==> src/nadr_consts.vh <==
/*
  Constants for the queued non-data responder: subcommand and abort codes,
  command field positions, frame status bits and error codes.
  Assumes inclusion by bare name from the responder modules.
*/
`ifndef NADR_CONSTS_VH
`define NADR_CONSTS_VH

`define NADR_SUB_ABORT 4'h0
`define NADR_SUB_DEADLINE 4'h1
`define NADR_ABT_ALL 4'h0
`define NADR_ABT_STREAM 4'h1
`define NADR_ABT_NONSTREAM 4'h2
`define NADR_ABT_SELECTED 4'h3
`define NADR_FEAT_SUB_LSB 0
`define NADR_FEAT_SUB_MSB 3
`define NADR_FEAT_WNC_BIT 4
`define NADR_FEAT_RNC_BIT 5
`define NADR_FEAT_ABT_LSB 4
`define NADR_FEAT_ABT_MSB 7
`define NADR_COMMAND_PRIORITY_DEADLINE 2'h1
`define NADR_ERR_NONE 8'h00
`define NADR_ERR_ABORTED 8'h04
`define NADR_ST_ERR 0
`define NADR_ST_DRQ 3
`define NADR_ST_BIT4 4
`define NADR_ST_DF 5
`define NADR_ST_DRIVE_READY_FLAG 6
`define NADR_ST_BSY 7
`define NADR_STATUS_OK 8'h40
`define NADR_STATUS_ERR 8'h41

`endif

==> src/nadr_tag_table.v <==
/*
  Per-tag outstanding table: one flip-flop set per tag holding busy,
  streaming kind, read/write, deadline priority and a completion timer.
  Assumes the caller presents at most one new tag per cycle.
*/
`timescale 1ns/1ps
`include "nadr_consts.vh"
module nadr_tag_table #(
  parameter TAGS = 32,
  parameter TW = 16
) (
  input wire clk_sys,
  input wire rst_n,
  input wire add_valid,
  input wire [4:0] add_tag,
  input wire add_stream,
  input wire add_write,
  input wire [1:0] add_command_priority,
  input wire [TW-1:0] add_limit,
  input wire [TAGS-1:0] done_mask,
  input wire [TAGS-1:0] clear_mask,
  input wire rd_no_continue,
  input wire wr_no_continue,
  output wire [TAGS-1:0] outstanding,
  output wire [TAGS-1:0] streaming,
  output wire deadline_miss
);
  wire [TAGS-1:0] miss;
  genvar i;
  generate
    for (i = 0; i < TAGS; i = i + 1) begin : g_tag
      reg busy;
      reg strm;
      reg wr;
      reg [1:0] command_priority;
      reg [TW-1:0] timer;
      wire hit = add_valid && (add_tag == i);
      always @(posedge clk_sys) begin
        if (!rst_n) begin
          busy <= 1'b0;
          strm <= 1'b0;
          wr <= 1'b0;
          command_priority <= 2'h0;
          timer <= {TW{1'b0}};
        end else if (clear_mask[i] || done_mask[i]) begin
          busy <= 1'b0;
        end else if (hit) begin
          busy <= 1'b1;
          strm <= add_stream;
          wr <= add_write;
          command_priority <= add_command_priority;
          timer <= add_limit;
        end else if (busy && timer != {TW{1'b0}}) begin
          timer <= timer - {{(TW-1){1'b0}}, 1'b1};
        end
      end
      assign miss[i] = busy && strm && (command_priority == `NADR_COMMAND_PRIORITY_DEADLINE) &&
        (timer == {TW{1'b0}}) && (wr ? wr_no_continue : rd_no_continue);
      assign outstanding[i] = busy;
      assign streaming[i] = strm;
    end
  endgenerate
  assign deadline_miss = |miss;
endmodule // nadr_tag_table

==> src/nadr_frame_out.v <==
/*
  Frame output stage: holds one device-to-host frame (set-bits or register)
  until the link takes it.
  Assumes the link accepts a frame with a one-cycle take pulse.
*/
`timescale 1ns/1ps
`include "nadr_consts.vh"
module nadr_frame_out (
  input wire clk_sys,
  input wire rst_n,
  input wire load,
  input wire load_is_reg,
  input wire [7:0] load_error,
  input wire [7:0] load_status,
  input wire [31:0] load_act,
  input wire frame_take,
  output reg frame_valid,
  output reg frame_is_reg,
  output reg [7:0] frame_error,
  output reg [7:0] frame_status,
  output reg frame_intr,
  output reg [31:0] frame_act,
  output wire sent
);
  assign sent = frame_valid && frame_take;
  always @(posedge clk_sys) begin
    if (!rst_n) begin
      frame_valid <= 1'b0;
      frame_is_reg <= 1'b0;
      frame_error <= 8'h00;
      frame_status <= 8'h00;
      frame_intr <= 1'b0;
      frame_act <= 32'h00000000;
    end else if (load) begin
      frame_valid <= 1'b1;
      frame_is_reg <= load_is_reg;
      frame_error <= load_error;
      frame_status <= load_status;
      frame_intr <= 1'b1;
      frame_act <= load_is_reg ? 32'h00000000 : load_act;
    end else if (sent) begin
      frame_valid <= 1'b0;
    end
  end
endmodule // nadr_frame_out

==> src/nadr_responder.v <==
/*
  Queued non-data responder: decodes abort-queue and deadline subcommands,
  keeps the deadline settings, builds completion and error frames and holds
  queued processing after an error until the error log is read.
  Assumes the command layer presents decoded fields with a one-cycle strobe
  and that the link takes frames with frame_take.
*/
// Operation
// - Success set-bits frame carries zero error
// - Success clears error, sets interrupt
// - Completion field is 32-bit tag vector
// - Completions may be aggregated per frame
// - Abort completes aborted tags plus own
// - Reject abort: own tag or bad type
// - Error before busy clear: register frame
// - Register error status busy0 ready1 err1
// - Halt after error until log read
// - Later error: set-bits frame with error
// - Outstanding aborted, completion bits zero
// - Busy clear: only set-bits fields change
// - Busy set: register frame clears busy
// - Subcommand 1h selects deadline handling
// - Read deadline miss aborts all outstanding
// - Write deadline miss aborts all outstanding
// - Ignore settings unless priority is 01b
// - Settings survive soft resets, not power
// - Deadline completes, sets own tag bit
// - Abort types 0h-3h decoded, rest reserved
// - Supported abort succeeds even if none
`timescale 1ns/1ps
`include "nadr_consts.vh"
module nadr_responder #(
  parameter TW = 16
) (
  input wire clk_sys,
  input wire rst_n,
  input wire power_on_rst_n,
  input wire cmd_valid,
  input wire [7:0] cmd_features,
  input wire [4:0] cmd_tag,
  input wire [4:0] cmd_target_tag,
  input wire cmd_busy_set,
  input wire q_valid,
  input wire [4:0] q_tag,
  input wire q_stream,
  input wire q_write,
  input wire [1:0] q_command_priority,
  input wire [TW-1:0] q_limit,
  input wire [31:0] q_done,
  input wire ext_error,
  input wire [7:0] ext_error_code,
  input wire ext_busy_set,
  input wire error_log_read,
  input wire frame_take,
  output reg cmd_ready,
  output reg halted,
  output reg read_deadline_no_continue,
  output reg write_deadline_no_continue,
  output reg [31:0] outstanding_tags,
  output wire frame_valid,
  output wire frame_is_reg,
  output wire [7:0] frame_error,
  output wire [7:0] frame_status,
  output wire frame_intr,
  output wire [31:0] frame_act
);
  localparam S_IDLE = 2'h0;
  localparam S_SEND = 2'h1;
  localparam S_HALT = 2'h2;

  reg [1:0] state;
  reg [1:0] next_state;
  reg halt_after;
  reg next_halt_after;
  reg load;
  reg load_is_reg;
  reg [7:0] load_error;
  reg [7:0] load_status;
  reg [31:0] load_act;
  reg [31:0] clear_mask;
  reg rnc_set;
  reg wnc_set;
  reg rnc_val;
  reg wnc_val;
  wire [31:0] outstanding;
  wire [31:0] streaming;
  wire deadline_miss;
  wire sent;
  reg [31:0] done_pend;
  wire [31:0] done_new = q_done & outstanding;
  wire [31:0] done_mask = done_new | done_pend;
  wire [3:0] sub = cmd_features[`NADR_FEAT_SUB_MSB:`NADR_FEAT_SUB_LSB];
  wire [3:0] abt = cmd_features[`NADR_FEAT_ABT_MSB:`NADR_FEAT_ABT_LSB];
  wire [31:0] own_bit = 32'h00000001 << cmd_tag;
  wire [31:0] target_bit = 32'h00000001 << cmd_target_tag;

  nadr_tag_table #(
    .TAGS(32),
    .TW(TW)
  ) u_tags (
    .clk_sys(clk_sys),
    .rst_n(rst_n),
    .add_valid(q_valid && !halted),
    .add_tag(q_tag),
    .add_stream(q_stream),
    .add_write(q_write),
    .add_command_priority(q_command_priority),
    .add_limit(q_limit),
    .done_mask(done_mask),
    .clear_mask(clear_mask),
    .rd_no_continue(read_deadline_no_continue),
    .wr_no_continue(write_deadline_no_continue),
    .outstanding(outstanding),
    .streaming(streaming),
    .deadline_miss(deadline_miss)
  );

  nadr_frame_out u_frame (
    .clk_sys(clk_sys),
    .rst_n(rst_n),
    .load(load),
    .load_is_reg(load_is_reg),
    .load_error(load_error),
    .load_status(load_status),
    .load_act(load_act),
    .frame_take(frame_take),
    .frame_valid(frame_valid),
    .frame_is_reg(frame_is_reg),
    .frame_error(frame_error),
    .frame_status(frame_status),
    .frame_intr(frame_intr),
    .frame_act(frame_act),
    .sent(sent)
  );

  always @* begin
    next_state = state;
    next_halt_after = halt_after;
    load = 1'b0;
    load_is_reg = 1'b0;
    load_error = `NADR_ERR_NONE;
    load_status = `NADR_STATUS_OK;
    load_act = 32'h00000000;
    clear_mask = 32'h00000000;
    rnc_set = 1'b0;
    wnc_set = 1'b0;
    rnc_val = 1'b0;
    wnc_val = 1'b0;
    case (state)
      S_IDLE: begin
        if (ext_error || (deadline_miss && !cmd_valid)) begin
          clear_mask = outstanding;
          load = 1'b1;
          load_error = ext_error ? ext_error_code : `NADR_ERR_ABORTED;
          load_status = `NADR_STATUS_ERR;
          load_is_reg = ext_error && ext_busy_set;
          load_act = 32'h00000000;
          next_halt_after = 1'b1;
          next_state = S_SEND;
        end else if (cmd_valid) begin
          load = 1'b1;
          next_state = S_SEND;
          if (sub == `NADR_SUB_ABORT) begin
            if ((abt == `NADR_ABT_SELECTED && cmd_target_tag == cmd_tag) ||
                abt > `NADR_ABT_SELECTED) begin
              load_is_reg = cmd_busy_set;
              load_error = `NADR_ERR_ABORTED;
              load_status = `NADR_STATUS_ERR;
              clear_mask = outstanding;
              next_halt_after = 1'b1;
            end else begin
              case (abt)
                `NADR_ABT_ALL: clear_mask = outstanding;
                `NADR_ABT_STREAM: clear_mask = outstanding & streaming;
                `NADR_ABT_NONSTREAM: clear_mask = outstanding & ~streaming;
                default: clear_mask = outstanding & target_bit;
              endcase
              load_act = clear_mask | own_bit | done_mask;
              next_halt_after = 1'b0;
            end
          end else if (sub == `NADR_SUB_DEADLINE) begin
            rnc_set = 1'b1;
            wnc_set = 1'b1;
            rnc_val = cmd_features[`NADR_FEAT_RNC_BIT];
            wnc_val = cmd_features[`NADR_FEAT_WNC_BIT];
            load_act = own_bit | done_mask;
            next_halt_after = 1'b0;
          end else begin
            load_is_reg = cmd_busy_set;
            load_error = `NADR_ERR_ABORTED;
            load_status = `NADR_STATUS_ERR;
            clear_mask = outstanding;
            next_halt_after = 1'b1;
          end
        end else if (done_mask != 32'h00000000) begin
          load = 1'b1;
          load_act = done_mask;
          next_halt_after = 1'b0;
          next_state = S_SEND;
        end
      end
      S_SEND: begin
        if (sent) begin
          next_state = halt_after ? S_HALT : S_IDLE;
        end
      end
      S_HALT: begin
        clear_mask = outstanding;
        if (error_log_read) begin
          next_state = S_IDLE;
        end
      end
      default: begin
        next_state = S_IDLE;
      end
    endcase
  end

  always @(posedge clk_sys) begin
    if (!rst_n) begin
      state <= S_IDLE;
      halt_after <= 1'b0;
      cmd_ready <= 1'b0;
      halted <= 1'b0;
      outstanding_tags <= 32'h00000000;
      done_pend <= 32'h00000000;
    end else begin
      state <= next_state;
      halt_after <= next_halt_after;
      cmd_ready <= (next_state == S_IDLE);
      halted <= (next_state == S_HALT);
      outstanding_tags <= outstanding & ~clear_mask & ~done_mask;
      if (state == S_SEND) begin
        done_pend <= done_pend | done_new;
      end else begin
        done_pend <= 32'h00000000;
      end
    end
  end

  always @(posedge clk_sys) begin
    if (!power_on_rst_n) begin
      read_deadline_no_continue <= 1'b0;
      write_deadline_no_continue <= 1'b0;
    end else begin
      if (rnc_set) begin
        read_deadline_no_continue <= rnc_val;
      end
      if (wnc_set) begin
        write_deadline_no_continue <= wnc_val;
      end
    end
  end
endmodule // nadr_responder

==> config.mk <==
export PLATFORM = sky130hd
export DESIGN_NAME = nadr_responder
export DESIGN_NICKNAME = d
export VERILOG_FILES = /design/src/nadr_tag_table.v /design/src/nadr_frame_out.v /design/src/nadr_responder.v
export VERILOG_INCLUDE_DIRS = /design/src
export SDC_FILE = /design/constraint.sdc
export NUM_CORES = 2
export LEC_CHECK = 0
export BUFFER_PORTS_ARGS = -buffer_cell sky130_fd_sc_hd__buf_2
export CAP_MARGIN = 0
export CORE_MARGIN = 3
export CORE_UTILIZATION = 35
export CTS_CLUSTER_SIZE = 8
export DETAILED_ROUTE_END_ITERATION = 8
export PLACE_DENSITY = 0.47
export SLEW_MARGIN = 25
export SYNTH_ARGS = -nofsm -noshare
export SYNTH_HDL_FRONTEND = slang
export SYNTH_SLANG_ARGS = --single-unit
==> constraint.sdc <==
create_clock -name clk_sys -period 9.1 [get_ports clk_sys]
set_clock_uncertainty 0.15 [all_clocks]
set_input_delay 0.455 -clock clk_sys [delete_from_list [all_inputs] [get_ports clk_sys]]
set_output_delay 0.455 -clock clk_sys [all_outputs]
set_load 0.01 [all_outputs]
* Word-level counts from Yosys, hierarchy flattened *
Cells that the tools add are included.

operators by class
  reductions and logical operators = 436
  bitwise logic cells = 46
  magnitude comparators = 1
  $add $sub $neg = 32
  multiplexer cells = 169
  multipliers = 0
  div/mod/pow operators = 0
  eq/ne operators = 71
  shift operators = 2

operators with widths
  kind                                                count
  2-to-1 mux 16 bit                                   64
  2-to-1 mux 32 bit                                   18
  zero test 16 bit                                    32
  nonzero test 16 bit                                 32
  subtractor 16 x 1 -> 16 bit, second input constant  32
  logical AND 1 bit                                   197
  AND 32 bit                                          6
  AND reduction 2 bit                                 66
  bitwise OR 32 bit                                   4
  inverter 32 bit                                     3
  case mux 32 bit (3 select lines)                    1
  == test 5 bit, second input constant                16
  2-to-1 mux 8 bit                                    9
  2-to-1 mux 1 bit                                    67
  == test 2 x 1 -> 1 bit, second input constant       33
  nonzero test 2 bit                                  33
  case mux 32 bit (2 select lines)                    1
  OR reduction 2 bit                                  32
  << shifter 1 x 5 -> 32 bit, first input constant    2
  == test 5 x 4 -> 1 bit, second input constant       8
  logical OR 1 bit                                    34
  inverter 1 bit                                      33
  nonzero test 32 bit                                 1
  OR reduction 32 bit                                 1
  other kinds (16)                                    32

storage, ports and cells
  memory bits (read-only) = 0
  memories = 0
  output and inout bits = 87
  register bits = 794
  bits of input ports = 93
  bits in latches = 0
  memory bits (writable) = 0
  logic and storage cells = 931

* Depth between registers and ports, before layout *
  depth in word-level cells = 17
  depth in mapped cells = 16
  depth with buffers taken out = 11

* Cells and area by module *
Synthesis repeated with hierarchy kept, for this count alone.

second synthesis, totals
  cells, all modules = 6363
  area total of the unflattened synthesis = 46996.3 um^2

by module, submodules not included
  module          sequential area each (um^2)  area each (um^2)  cells each  instances
  nadr_tag_table  13452.9                      39790.7           5442        1
  nadr_responder  1421.4                       5207.5            717         1
  nadr_frame_out  1021.0                       1998.2            204         1

* Worst setup path before layout *
Ideal clock, no wire load.

  kind = flip-flop to flip-flop
  from = register u_tags.g_tag[7].timer[0]
  to = register u_tags.g_tag[3].timer[13]
  data required time = 8.881 ns
  period minus slack after synthesis = 3.664 ns
  setup time = 0.069 ns
  cell stages (with the launch flop) = 15
  data arrival time = 3.445 ns
  path buffers = 4
  setup slack = 5.436 ns
  path through = dfxtp_1 -> inv_1 -> ha_1 -> and3_1 -> a41o_1 -> a211o_1 -> or4_1 -> buf_4 -> o41a_1 -> buf_6 -> o211a_1 -> buf_2 -> or3_1 -> buf_2 -> o21ai_1

between the ends
  longest elaborated chain between the ends = 11

ends and longest elaborated chain
  what                              RTL line              RTL
  start: declaration                nadr_tag_table.v:36   reg [TW-1:0] timer;
  start signal: assignment          nadr_tag_table.v:44   timer <= {TW{1'b0}};
  start signal: assignment          nadr_tag_table.v:52   timer <= add_limit;
  start signal: assignment          nadr_tag_table.v:54   timer <= timer - {{(TW-1){1'b0}}, 1'b1};
  zero test 16 bit                  nadr_tag_table.v:58   (timer == {TW{1'b0}}) && (wr ? wr_no_continue : rd_no_continue);
  logical AND 1 bit (2 in a row)    nadr_tag_table.v:57   assign miss[i] = busy && strm && (command_priority == `NADR_COMMAND_PRIORITY_DEADLINE) &&
  OR reduction 32 bit               nadr_tag_table.v:63   assign deadline_miss = |miss;
  logical AND 1 bit                 nadr_responder.v:151  if (ext_error || (deadline_miss && !cmd_valid)) begin
  logical OR 1 bit                  nadr_responder.v:151
  2-to-1 mux 32 bit                 nadr_responder.v:151
  case mux 32 bit (2 select lines)  nadr_responder.v:149  case (state)
  logical OR 1 bit                  nadr_tag_table.v:45   end else if (clear_mask[i] || done_mask[i]) begin
  inverter 1 bit (no line)          --
  AND reduction 2 bit (no line)     --
  end signal: assignment            nadr_tag_table.v:44
  end signal: assignment            nadr_tag_table.v:52
  end signal: assignment            nadr_tag_table.v:54
  end: declaration                  nadr_tag_table.v:36

No other way between the ends.
A chain may end at the register's enable or synchronous reset.

* Final worst setup path *
  from = register u_tags.g_tag[19].timer[6]
  to = register u_frame.frame_act[27]

between the ends
  longest elaborated chain between the ends = 9
  elaborated cells on any way between the ends = 13
  those cells by class = mux (7); reduce/logical (6)

ends and longest elaborated chain
  what                                                   RTL line              RTL
  start: declaration                                     nadr_tag_table.v:36
  start signal: assignment                               nadr_tag_table.v:44
  start signal: assignment                               nadr_tag_table.v:52
  start signal: assignment                               nadr_tag_table.v:54
  zero test 16 bit *                                     nadr_tag_table.v:58
  logical AND 1 bit * (2 in a row)                       nadr_tag_table.v:57
  OR reduction 32 bit *                                  nadr_tag_table.v:63
  logical AND 1 bit *                                    nadr_responder.v:151
  logical OR 1 bit *                                     nadr_responder.v:151
  2-to-1 mux 32 bit or 2-to-1 mux 1 bit (tied branches)  nadr_responder.v:151
  2-to-1 mux 32 bit or 2-to-1 mux 1 bit (tied branches)  nadr_responder.v:149
  2-to-1 mux 32 bit                                      nadr_frame_out.v:40   frame_act <= load_is_reg ? 32'h00000000 : load_act;
  end signal: assignment                                 nadr_frame_out.v:40
  end: declaration                                       nadr_frame_out.v:22   output reg [31:0] frame_act,

Every way passes the cells marked *; elsewhere a longest branch is shown, timed or not.

==> out/metrics.yaml <==
status: "finished clean"
cts-buffers-inserted: 110
end_kind: "register"
power.density_nw_per_um2: 164.2
hold_class: "in -> reg"
dp_hpwl_mm: 134.0
cap_violations: 0
synth_edf_count: 0
synth_most_common_cell: "dfxtp_1"
syn_inst: 6253
viasPerCell: 6.256
dr_total_vias: 49910
yosys.area.top_type: "dfxtp_1"
crit_family: "simple AND/OR/NAND/NOR gates"
slowest_stage: "or4_1"
crit_buf_inv: 1
die_w_um: 371.2
drcViolationCount: 0
p_sw_share_pct: 29.71
ctsResizeCount: 0
rows: 133
synth.area.top_cells: "dfxtp_1, nor2_1, a21oi_1, nand2_1, mux2i_1"
final-setup-viol-count: 0
cts.path.max_buffers: 3
gp_congestion: 0.9682
initialDrtViolationCount: 5785
antenna_found_initial: 14
pwr-share-clk_pct: 44.4
clock-root-buffer: "clkbuf_16"
grt_util_met1_pct: 41.06
fp.coreArea_sq_um: 132000
ios: 180
placed_area_sq_um: 49100
synth-async-reset-ratio_pct: 0
synth_area_sq_um: 46690
p_leak_nw: 19.92
clock_sinks: 787
irDropWorstVdd_mv: 0.1410
use_met2_pct: 43.57
top_register: "u_tags.g_tag.timer"
grt_max_degree: 162
worst_pin_slew_ns: 1.089
clock.fmax_mhz: 186.1
cts_setup_buffers: 0
grt_use_met3_pct: 5.509
wl_mm: 207.1
firstDrtPassIters: 5
grt_pass1_wl_mm: 306.7
finalNonFillerCells: 7978
p_total_mw: 8.600
rsz0062_at_grt: "false"
clkLatencyLatePin_ns: 0.76
tns_ns: 0
arrival_ns: 5.82
synthToLayoutAreaGrowth_pct: 12.15
post-place-ws_ns: 3.754
start_util_pct: 35.38
seq_area_frac_synth_pct: 33.75
yosysWarnings: 0
power_frac_comb_pct: 14.1
timing.hold.ws_ns: 0.04454
ys_types: 91
net-switching-power_mw: 2.555
fp.dieArea_sq_um: 137800
drive_above_1_share_pct: 10.60
post-route-cell-area_sq_um: 52360
top_usage_layer: "met2"
synth_flop_cell: "dfxtp_1"
die_h_um: 371.2
intPower_mw: 6.045
ys_ff_latch: 787
worst_slack_ns: 3.726
largest_reg_flops: 512
design.final.nets: 6358
tritoncts: "yes"
synth_top_area_share_pct: 33.75
crit_fanout: 17
track_usage_pct: 29.01
place_inst: 7818
cts.reportedPaths.clkPinSlew_ns: 0.06
cp-start-kind: "register"
finalHoldViolCount: 0
htreeDepth: 3
relSlewSlack_pct: 27.41
worst_path_most_repeated_cell: "or4_1"
worstSetupPathType: "reg -> reg"
synth_commonest_cells: "dfxtp_1, nor2_1, nand2_1, a21oi_1, clkbuf_1"
cp.required_ns: 9.54
postSynthAreaPerCell_sq_um: 7.466
drt-wirelength-per-cell_um: 25.96
grt_pass1_vias: 45740
ant_nets: 0
fin_util_pct: 39.68
path_cells: "or4_1, or3_1, or4_1, o2111ai_1, or4_1, o31a_1, nor2_1, buf_4, nand3_1, o21ai_0"
slowest_delay_ns: 0.76
seqPwrFrac_pct: 41.4
reg_top3: "u_tags.g_tag.timer: 512 flops, u_tags.g_tag.command_priority: 64 flops"
fin_crit_sh_pct: 59.06
report.final.slew_viol_count: 0
fin_crit_ns: 5.374
io_buffers: 173
grt-ovfl-total: 0
final timing paths:
path                                                          start                                           endpoint  slack, ns  cells past startpoint
hold / removal                                           q_done[20]                           done_pend[20]$_SDFF_PN0_       0.04                      4
setup reg to reg             u_tags.g_tag[19].timer[6]$_SDFFE_PN0P_                 u_frame.frame_act[27]$_SDFFE_PN0P_       3.73                     10
setup / recovery             u_tags.g_tag[19].timer[6]$_SDFFE_PN0P_                 u_frame.frame_act[27]$_SDFFE_PN0P_       3.73                     10
hold reg to reg   u_tags.g_tag[12].command_priority[1]$_SDFFE_PN0P_  u_tags.g_tag[12].command_priority[1]$_SDFFE_PN0P_       0.30                      2
worst register-to-register path: stages, from the launching register on:
cell,delay (ns)
dfxtp_1,0.36
or4_1,0.64
or3_1,0.52
or4_1,0.63
o2111ai_1,0.17
or4_1,0.76
o31a_1,0.73
nor2_1,0.12
buf_4,0.25
nand3_1,0.71
o21ai_0,0.19
area by class of cell:
class                           count  area (sq um)
Sequential cell                   787         15760
Inverter                          110         420.4
Timing Repair Buffer              347          2275
Fill cell                       13670         79600
Clock inverter                      9         132.6
Multi-Input combinational cell   4845         28740
Antenna cell                        4         10.01
Tap cell                         1755          2196
Clock buffer                      121          2824
power groups by stage:
stage | combinational, mW | clock (mW) | sequential, mW
6_report | 1.22 | 3.82 | 3.56
5_1_grt | 1.32 | 4.04 | 3.57
4_1_cts | 1.19 | 3.90 | 3.56
3_5_place_dp | 1.18 | 0 | 3.63
3_3_place_gp | 1.18 | 0 | 3.63
2_1_floorplan | 0.752 | 0 | 3.62
layout by cell type, fill, tap and decap left out, drive strengths merged, types with 19 or more instances in the layout:
cell         count
dlygate4sd3     26
or2             24
nand4           55
nor2b           19
nand3          210
nor4           139
nand2b          34
a31oi          122
and3            49
or4             31
a31o            31
and2            42
ha              64
nand2          645
mux2i          203
o21ai          434
buf            321
o22ai           44
nor3b           29
nor3           299
o311ai         111
a21oi          551
o21a            19
o211ai         165
a21o            33
nand4b          27
a22o            20
clkbuf         121
a211oi          35
or3             85
nand3b          22
dfxtp          787
inv            113
a22oi           60
o221a           56
o31ai          120
nor4b           20
o32ai           62
nor2           740
what timing repair did:
item                       in CTS  in global routing
hold endpoints to repair       34                  0
setup endpoints to repair       0                  0
hold buffers                   26                  0
cell families after synthesis:
family | count (synthesis) | share of synthesized area, %
simple gates | 2496 | 25.35
compound gates | 2039 | 28.81
buf+inv | 626 | 5.237
mux | 220 | 4.762
other cells | 1 | 0.008032
flops | 787 | 33.75
xor+xnor | 20 | 0.3752
fa+ha+maj | 64 | 1.715
per-layer routing:
metal / up-vias / share of wire (%)
met1: 24140 / 45
met3: 407 / 8.6
met4: 8 / 3.7
met5: - / 0.024
met2: 2133 / 43
li1: 23220 / -
(Power assumes the default switching activity.)
